**src/core/dipc_map.svh**
```systemverilog
`ifndef DIPC_MAP_SVH
`define DIPC_MAP_SVH
// number of interrupt chain lines on the bus (one for the on-board end plus one per extra board)
`define DIPC_VI_LINES 8
`define DIPC_EXTRA_BOARDS 7
// reset value of active-low lines: released
`define DIPC_RELEASED 1'b1
`endif

```
**src/core/dipc_pkg.sv**
```systemverilog
`default_nettype none
package dipc_pkg;
    typedef enum logic [2:0] {
        DIPC_IDLE = 3'b001,
        DIPC_WAIT = 3'b010,
        DIPC_OWN = 3'b100
    } dipc_state_t;
endpackage
`default_nettype wire

```
**src/core/dipc_chain_if.sv**
```systemverilog
`default_nettype none
`include "dipc_map.svh"
interface dipc_chain_if;
    logic hold_req_n;
    logic hold_ack;
    logic [`DIPC_VI_LINES-1:0] vi_n_dev;
    logic [`DIPC_VI_LINES-1:0] vi_n_ext;
    modport device (
        input hold_req_n,
        output hold_ack,
        output vi_n_dev,
        input vi_n_ext
    );
    modport other (
        output hold_req_n,
        input hold_ack,
        input vi_n_dev,
        output vi_n_ext
    );
endinterface
`default_nettype wire

```
**src/core/dipc_device.sv**
```systemverilog
`default_nettype none
`include "dipc_map.svh"
module dipc_device (
    input wire logic core_clk, // system clock
    input wire logic rst, // async reset, active high
    dipc_chain_if.device chain, // bus side chain lines
    input wire logic xfer_req, // on-board controller wants bus
    input wire logic xfer_done, // on-board controller releases bus
    input wire logic [`DIPC_VI_LINES-1:0] irq_pend, // per-board pending interrupt
    input wire logic processor_bus_ack_n, // processor acknowledge
    output logic bus_request_n, // request to processor
    output logic xfer_owns, // on-board controller owns bus
    output logic [`DIPC_VI_LINES-1:0] irq_enable // board may interrupt
);
    import dipc_pkg::*;

    dipc_state_t state_q;
    dipc_state_t state_d;
    logic grant_chain_in_n;
    logic grant_chain_out_n;
    logic down_req_q;
    logic onboard_wants;
    logic bus_request_d;
    logic keep_grant;
    logic pass_grant;
    logic owns_d;
    logic hold_ack_q;
    logic vi_line0_q;
    logic [`DIPC_VI_LINES-1:0] chain_lines;
    logic [`DIPC_VI_LINES-1:0] en_q;

    // the processor's acknowledge is our grant input, so we rank first
    assign grant_chain_in_n = processor_bus_ack_n;

    // the downstream grant goes out on the hold-acknowledge line
    assign grant_chain_out_n = ~hold_ack_q;
    assign chain.hold_ack = ~grant_chain_out_n;

    // only the top line is ours; each lower board drives its own line
    assign chain.vi_n_dev = {{(`DIPC_VI_LINES-1){`DIPC_RELEASED}}, vi_line0_q};

    // a line is low when either end blocks the boards below it
    assign chain_lines = chain.vi_n_dev & chain.vi_n_ext;

    // on-board side wants the bus while requesting, waiting or owning
    always_comb begin
        onboard_wants = (state_q != DIPC_IDLE) || (xfer_req && !hold_ack_q);
    end

    // hold-request from the bus reaches the processor request as well
    always_comb begin
        bus_request_d = !(onboard_wants || !chain.hold_req_n);
    end

    // a granted downstream owner keeps the bus until it lets go
    always_comb begin
        keep_grant = down_req_q && !grant_chain_in_n;
    end

    // both asking before the ack: the on-board side wins
    always_comb begin
        pass_grant = !grant_chain_in_n && down_req_q && !onboard_wants;
    end

    always_comb begin
        owns_d = 1'b0;
        if (state_q == DIPC_WAIT && !grant_chain_in_n) begin
            owns_d = 1'b1;
        end else if (state_q == DIPC_OWN && !xfer_done) begin
            owns_d = 1'b1;
        end
    end

    // on-board controller: request, wait for grant, own until done
    always_comb begin
        state_d = state_q;
        case (state_q)
            DIPC_IDLE: begin
                // a downstream owner is never pre-empted
                if (xfer_req && !hold_ack_q) begin
                    state_d = DIPC_WAIT;
                end
            end
            DIPC_WAIT: begin
                if (!grant_chain_in_n) begin
                    state_d = DIPC_OWN;
                end
            end
            DIPC_OWN: begin
                if (xfer_done) begin
                    state_d = DIPC_IDLE;
                end
            end
            default: begin
                state_d = DIPC_IDLE;
            end
        endcase
    end

    always_ff @(posedge core_clk or posedge rst) begin
        if (rst) begin
            state_q <= DIPC_IDLE;
        end else begin
            state_q <= state_d;
        end
    end

    // registered so a glitch on the bus line cannot reach the grant
    always_ff @(posedge core_clk or posedge rst) begin
        if (rst) begin
            down_req_q <= 1'b0;
        end else begin
            down_req_q <= ~chain.hold_req_n;
        end
    end

    always_ff @(posedge core_clk or posedge rst) begin
        if (rst) begin
            bus_request_n <= `DIPC_RELEASED;
        end else begin
            bus_request_n <= bus_request_d;
        end
    end

    // grant passes down only when not wanted here; held once given
    always_ff @(posedge core_clk or posedge rst) begin
        if (rst) begin
            hold_ack_q <= 1'b0;
        end else if (hold_ack_q) begin
            hold_ack_q <= keep_grant;
        end else begin
            hold_ack_q <= pass_grant;
        end
    end

    always_ff @(posedge core_clk or posedge rst) begin
        if (rst) begin
            xfer_owns <= 1'b0;
        end else begin
            xfer_owns <= owns_d;
        end
    end

    // interrupt chain: board k enabled unless a higher board drives its line
    genvar k;
    generate
        for (k = 0; k < `DIPC_VI_LINES; k++) begin : g_vi
            if (k == 0) begin : g_top
                // nobody ranks above the top board
                always_ff @(posedge core_clk or posedge rst) begin
                    if (rst) begin
                        en_q[k] <= 1'b0;
                    end else begin
                        en_q[k] <= 1'b1;
                    end
                end
            end else begin : g_lower
                always_ff @(posedge core_clk or posedge rst) begin
                    if (rst) begin
                        en_q[k] <= 1'b0;
                    end else begin
                        en_q[k] <= &chain_lines[k-1:0];
                    end
                end
            end
        end
    endgenerate

    // our line blocks every other board while we have one pending
    always_ff @(posedge core_clk or posedge rst) begin
        if (rst) begin
            vi_line0_q <= `DIPC_RELEASED;
        end else begin
            vi_line0_q <= ~(irq_pend[0] & en_q[0]);
        end
    end

    // only bit 0 of irq_pend belongs here; the rest show the chain state
    always_ff @(posedge core_clk or posedge rst) begin
        if (rst) begin
            irq_enable <= '0;
        end else begin
            irq_enable <= en_q;
        end
    end

endmodule
`default_nettype wire

```
**src/flat_wrapper.sv**
```systemverilog
// flat-port wrapper written by rule: the top's interface ports become plain ports
module dipc_device_flat import dipc_pkg::*;
  (core_clk, rst, xfer_req, xfer_done, irq_pend, processor_bus_ack_n, bus_request_n, xfer_owns, irq_enable, chain_hold_req_n, chain_hold_ack, chain_vi_n_dev, chain_vi_n_ext);
  dipc_chain_if chain_i ();
  input wire logic core_clk;
  input wire logic rst;
  input wire logic xfer_req;
  input wire logic xfer_done;
  input wire logic [`DIPC_VI_LINES-1:0] irq_pend;
  input wire logic processor_bus_ack_n;
  output logic bus_request_n;
  output logic xfer_owns;
  output logic [`DIPC_VI_LINES-1:0] irq_enable;
  input wire logic [$bits(chain_i.hold_req_n)-1:0] chain_hold_req_n;
  output wire logic [$bits(chain_i.hold_ack)-1:0] chain_hold_ack;
  output wire logic [$bits(chain_i.vi_n_dev)-1:0] chain_vi_n_dev;
  input wire logic [$bits(chain_i.vi_n_ext)-1:0] chain_vi_n_ext;
  assign chain_i.hold_req_n = chain_hold_req_n;
  assign chain_hold_ack = chain_i.hold_ack;
  assign chain_vi_n_dev = chain_i.vi_n_dev;
  assign chain_i.vi_n_ext = chain_vi_n_ext;
  dipc_device u_core (.core_clk(core_clk), .rst(rst), .chain(chain_i), .xfer_req(xfer_req), .xfer_done(xfer_done), .irq_pend(irq_pend), .processor_bus_ack_n(processor_bus_ack_n), .bus_request_n(bus_request_n), .xfer_owns(xfer_owns), .irq_enable(irq_enable));
endmodule
```
**config.mk**
```make
export PLATFORM = sky130hd
export DESIGN_NAME = dipc_device_flat
export DESIGN_NICKNAME = d
export VERILOG_FILES = /design/src/core/dipc_pkg.sv /design/src/core/dipc_chain_if.sv /design/src/core/dipc_device.sv /design/src/flat_wrapper.sv
export VERILOG_INCLUDE_DIRS = /design/src /design/src/core
export SDC_FILE = /design/constraint.sdc
export NUM_CORES = 1
export LEC_CHECK = 0
export ABC_AREA = 1
export BUFFER_PORTS_ARGS = -buffer_cell sky130_fd_sc_hd__buf_2
export CORE_MARGIN = 3
export CORE_UTILIZATION = 29
export DETAILED_ROUTE_END_ITERATION = 12
export GPL_TIMING_DRIVEN = 1
export MAX_ROUTING_LAYER = met4
export PLACE_DENSITY = 0.62
export SLEW_MARGIN = 15
export SYNTH_ARGS = -nofsm -noshare
export SYNTH_HDL_FRONTEND = slang
export SYNTH_SLANG_ARGS = --single-unit
export TNS_END_PERCENT = 30
```
**constraint.sdc**
```tcl
create_clock -name core_clk -period 0.9 [get_ports core_clk]
set_input_delay 0.18 -clock core_clk [delete_from_list [all_inputs] [get_ports core_clk]]
set_output_delay 0.18 -clock core_clk [all_outputs]
set_load 0.005 [all_outputs]
```
; ---- Word level (Yosys, flattened, before mapping)
; Index checks and enable logic that the tools add are counted.
[op_classes]
n_addsub = 0
n_mul = 0
n_div = 0
n_lt_le_gt_ge = 0
n_eq_ne = 7
shift = 0
n_mux = 7
bitwise = 4
reduce_logical = 20
[ops]
columns = op, n
row1 = 3-bit two-way mux, 3
row2 = 3-bit case mux with 3 select lines, 1
row3 = 7-bit bitwise AND, 1
row4 = 7-bit AND reduction, 1
row5 = 1-bit logical NOT, 6
row6 = 3-bit AND reduction, 2
row7 = 6-bit AND reduction, 1
row8 = 1-bit logical AND, 5
row9 = 5-bit AND reduction, 1
row10 = 2-bit != test (second input constant), 2
row11 = 4-bit AND reduction, 1
row12 = 3-bit by 1-bit == test with 1-bit output (second input constant), 1
row13 = 3-bit by 2-bit == test with 1-bit output (second input constant), 1
row14 = 3-bit == test (second input constant), 1
row15 = 1-bit two-way mux, 3
row16 = 3-bit by 1-bit != test with 1-bit output (second input constant), 1
row17 = 1-bit logical OR, 2
row18 = 2-bit by 1-bit != test with 1-bit output (second input constant), 1
row19 = 1-bit inverter, 2
row20 = 2-bit AND reduction, 1
row21 = 1-bit bitwise AND, 1
[word_totals]
register_bits = 24
latchBits = 0
ramBits = 0
mem_bits_ro = 0
memories = 0

; ---- Logic depth before layout (Yosys ltp)
[logic_depth]
word_depth = 6
depth_mapped = 5
depth_no_buf = 5

; ---- Least setup slack after synthesis
; OpenSTA, ideal clock, no wires.
[synth_path]
kind = register to register
from = reg u_core.vi_line0_q
to = reg u_core.en_q[7]
arrival_time_ns = 0.856
setup_slack_ns = -0.037
stages_incl_launch_ff = 5
path_buffers = 0
period_less_slack_ns = 0.937
path_cell_list = dfstp_2 nand2_1 inv_2 nand2_1 nor3_2
[synth_between]
elab_chain_len = 2
[synth_rtl]
columns = element, line
row1 = "start, declared", dipc_device.sv:28  ; logic vi_line0_q;
row2 = "start signal, assigned", dipc_device.sv:172  ; vi_line0_q <= `DIPC_RELEASED;
row3 = "start signal, assigned", dipc_device.sv:174  ; vi_line0_q <= ~(irq_pend[0] & en_q[0]);
row4 = 7-bit bitwise AND, dipc_device.sv:43  ; assign chain_lines = chain.vi_n_dev & chain.vi_n_ext;
row5 = net u_core.chain_lines[0], dipc_device.sv:29  ; logic [`DIPC_VI_LINES-1:0] chain_lines;
row6 = 7-bit AND reduction, dipc_device.sv:162  ; en_q[k] <= &chain_lines[k-1:0];
row7 = "end signal, assigned by index", dipc_device.sv:162
row8 = "end, declared", dipc_device.sv:30  ; logic [`DIPC_VI_LINES-1:0] en_q;
; The timed path passes the listed nets, and every way through them passes these cells.
; A chain may end at the register's enable or synchronous reset.

; ---- Final worst setup path
[layout_path]
from = reg u_core.vi_line0_q
to = out chain_vi_n_dev[0]
[layout_lines]
columns = element, line
row1 = "end, declared", flat_wrapper.sv:16  ; output wire logic [$bits(chain_i.vi_n_dev)-1:0] chain_vi_n_dev;
; No word-level cell between the ends.

==> metrics.yaml <==
status:
  status: "finished with violations"
  violations: "setup timing"
critical_path:
  critPathLaunch: "u_core.vi_line0_q$_DFF_PP1_"
  cp.arrival_ps: 950
  cp_cell_sequence: "buf_6"
  worstSetupEndpointType: "output pin"
  cp_top_family: "flip-flops"
  rr_startpoint: "u_core.vi_line0_q$_DFF_PP1_"
  cp_max_fo: 2
  crit_buf_inv: 1
  critPathKind: "flop to output pin"
  regToRegSetupSlack_ps: -130
  required_ps: 720
  critical-path-max-stage-delay_ps: 560
  cpMaxStageDelayCell: "dfstp_2"
  start_kind: "flop"
sta:
  slew_violations: 0
  fmax_mhz: 888.2
  final.setup.worst_slack_ps: -225.9
  final.min_clock_period_ps: 1126
  fin_setup_tns_ps: -2043
  finClkSkew_ps: 4.449
  setup_viol: 22
  hold_violations: 0
  rsz0062_at_grt: "yes"
  fin_crit_sh_pct: 125.1
place:
  detailed_place_hpwl_um: 1079
  io_buffers: 25
  dp.cells: 132
  routabilityCongestion: 0.8608
clock_network:
  htreeDepth: 1
  cts_sinks: 24
  clk_latency_ps: 300
  tritoncts: "yes"
  cts_buffers: 3
  clkTransAtPathRegs_ps: 130
  cts_root_buf: "clkbuf_4"
  clockBufferDepth: 2
global_routing:
  grt_pass1_vias: 555
  grt_pass1_wl_um: 2366
  antenna_found_initial: 0
  grt_usage_pct: 8.966
  grt_max_degree: 25
  grt_overflow: 0
drt:
  num_vias: 566
  wl_per_cell_um: 9.942
  viasPerCell: 4.072
  drt_first_pass_iters: 4
  drt-total-wl_um: 1382
  drt-initial-drc-count: 9
  drc: 0
  final_antenna_net_count: 0
synthesis:
  avgSynthCellArea_um2: 11.70
  ys_seq_area_share_pct: 69.80
  synth_warnings: 0
  synthCells: 74
  synth-seq-cells: 24
  syn_area_um2: 865.8
  yosysUniqueCellTypes: 16
die:
  ios: 41
  die_w_um: 60.64
  die_h_um: 60.64
  dieArea_um2: 3677
  rows: 19
  initial_utilization_pct: 30.87
  coreArea_um2: 2805
cells_and_area:
  drive_gt1_share_pct: 47.22
  layout.cells.non_filler: 139
  finalNetCount: 131
  area_growth_pct: 33.81
  multiInputGateArea_um2: 215.2
  fillers: 271
  diodes: 0
  seqCellArea_um2: 604.3
power_and_ir_drop:
  power.internal_mw: 1.876
  p_seq_share_pct: 50.5
  comb_power_share_pct: 19.9
  fin_total_pwr_mw: 2.540
  clkPwrFrac_pct: 29.6
  p_per_area_nw_per_um2: 2192
  power.net_switching_mw: 0.6631
  power.leakage_nw: 0.6257
  peakVddDrop_mv: 0.6402
  p_sw_share_pct: 26.11
hold_path:
  hp-start: "chain_hold_req_n"
  hp-class: "input port to flop"
run:
  cap_violations: 0
[sequential cells by signal (all words and copies together) (netlist names)]
| name | count |
|---|---|
| u_core.en_q | 8 |
| u_core.xfer_owns | 1 |
| u_core.vi_line0_q | 1 |
| u_core.irq_enable | 8 |
| u_core.state_q | 3 |
| u_core.bus_request_n | 1 |
| u_core.down_req_q | 1 |
| u_core.chain.hold_ack | 1 |
[layout by cell type, fill, tap and decap left out, drive strengths merged]
master,instances
a21oi,1
nand2,10
nand4,2
dfrtp,21
dfstp,3
clkbuf,3
inv,11
conb,8
dlygate4sd3,2
buf,29
nand3,3
o21ai,3
nor3,1
bufinv,1
nor2,10
[Yosys cell counts, drive strengths merged]
master / instances / share of area [%]
a21oi: 1 / 1.0
buf: 8 / 6.9
conb: 1 / 0.43
dfrtp: 21 / 61
dfstp: 3 / 9.1
inv: 11 / 4.8
nand2: 10 / 4.3
nand3: 3 / 2.9
nand4: 2 / 1.4
nor2: 10 / 5.5
nor3: 1 / 1.2
o21ai: 3 / 1.7
[routing by layer]
layer  GRT usage (%)  vias up  wire length [µm]
li1                -      275                 -
met1           11.11      266               591
met2           13.74       25               677
met3           2.553        0               113
met4           3.715        0                 0
met5               -        -                 0
[power by group through the flow]
stage | clock [mW] | sequential, mW | combinational (mW)
after global placement | 0 | 1.29 | 0.406
after floorplan | 0 | 1.30 | 0.301
after global routing | 0.824 | 1.30 | 0.577
after CTS | 0.778 | 1.28 | 0.448
after detailed placement | 0 | 1.30 | 0.423
final | 0.752 | 1.28 | 0.505
[stage by stage]
step / util [%] / hold WS [ps] / area [µm²] / setup WS (ps)
after floorplan: - / 192.4 / 894.6 / -10.53
after global routing: 41.30 / 5.002 / 1159 / -275.8
final: 41.30 / 23.29 / 1159 / -225.9
after detailed placement: 36.84 / 212.7 / 1033 / -69.86
after CTS: 40.28 / 2.663 / 1130 / -248.0
after global placement: 36.84 / 207.7 / 1033 / -53.01
[kinds of logic (layout without fill, tap and decap cells)]
kind of cell    count (synthesis)  after routing  share of synthesized area (%)
compound gates                  4              4                          2.745
buf+inv                        19             46                          11.71
flops                          24             24                          69.80
other cells                     1              8                         0.4331
simple gates                   26             26                          15.32
[area by class of cell]
| type | instances | share of cell area, % |
|---|---|---|
| clock buffer | 3 | 1.944 |
| clock inverter | 1 | 2.592 |
| inverter | 11 | 3.780 |
| multi-input combinational | 38 | 18.57 |
| sequential | 24 | 52.16 |
| tap | 31 | 3.348 |
| timing repair buffer | 31 | 17.60 |
[worst reg2reg max path, stage by stage (launching register included)]
cell,delay (ps)
dfstp_2,560
buf_4,110
nand2_4,60
inv_4,60
nand2_2,50
nor3_2,130
[repair_timing]
| action | in CTS | in global routing |
|---|---|---|
| pin swaps | 3 | 0 |
| hold endpoints to repair | 22 | 0 |
| setup endpoints to repair | 21 | 25 |
| buffers inserted | 1 | 0 |
| hold buffers | 2 | 0 |
| resized for setup | 7 | 7 |
[worst paths after layout]
kind,to,depth (start not counted)
min in group asynchronous,u_core.en_q[5]$_DFF_PP0_,4
hold reg to reg,u_core.irq_enable[4]$_DFF_PP0_,0
setup reg to reg,u_core.en_q[7]$_DFF_PP0_,5
hold / removal,u_core.down_req_q$_DFF_PP0_,2
setup / recovery,chain_vi_n_dev[0],1
max in group asynchronous,u_core.vi_line0_q$_DFF_PP1_,4
Note: power is estimated with default switching activity, not from simulation.
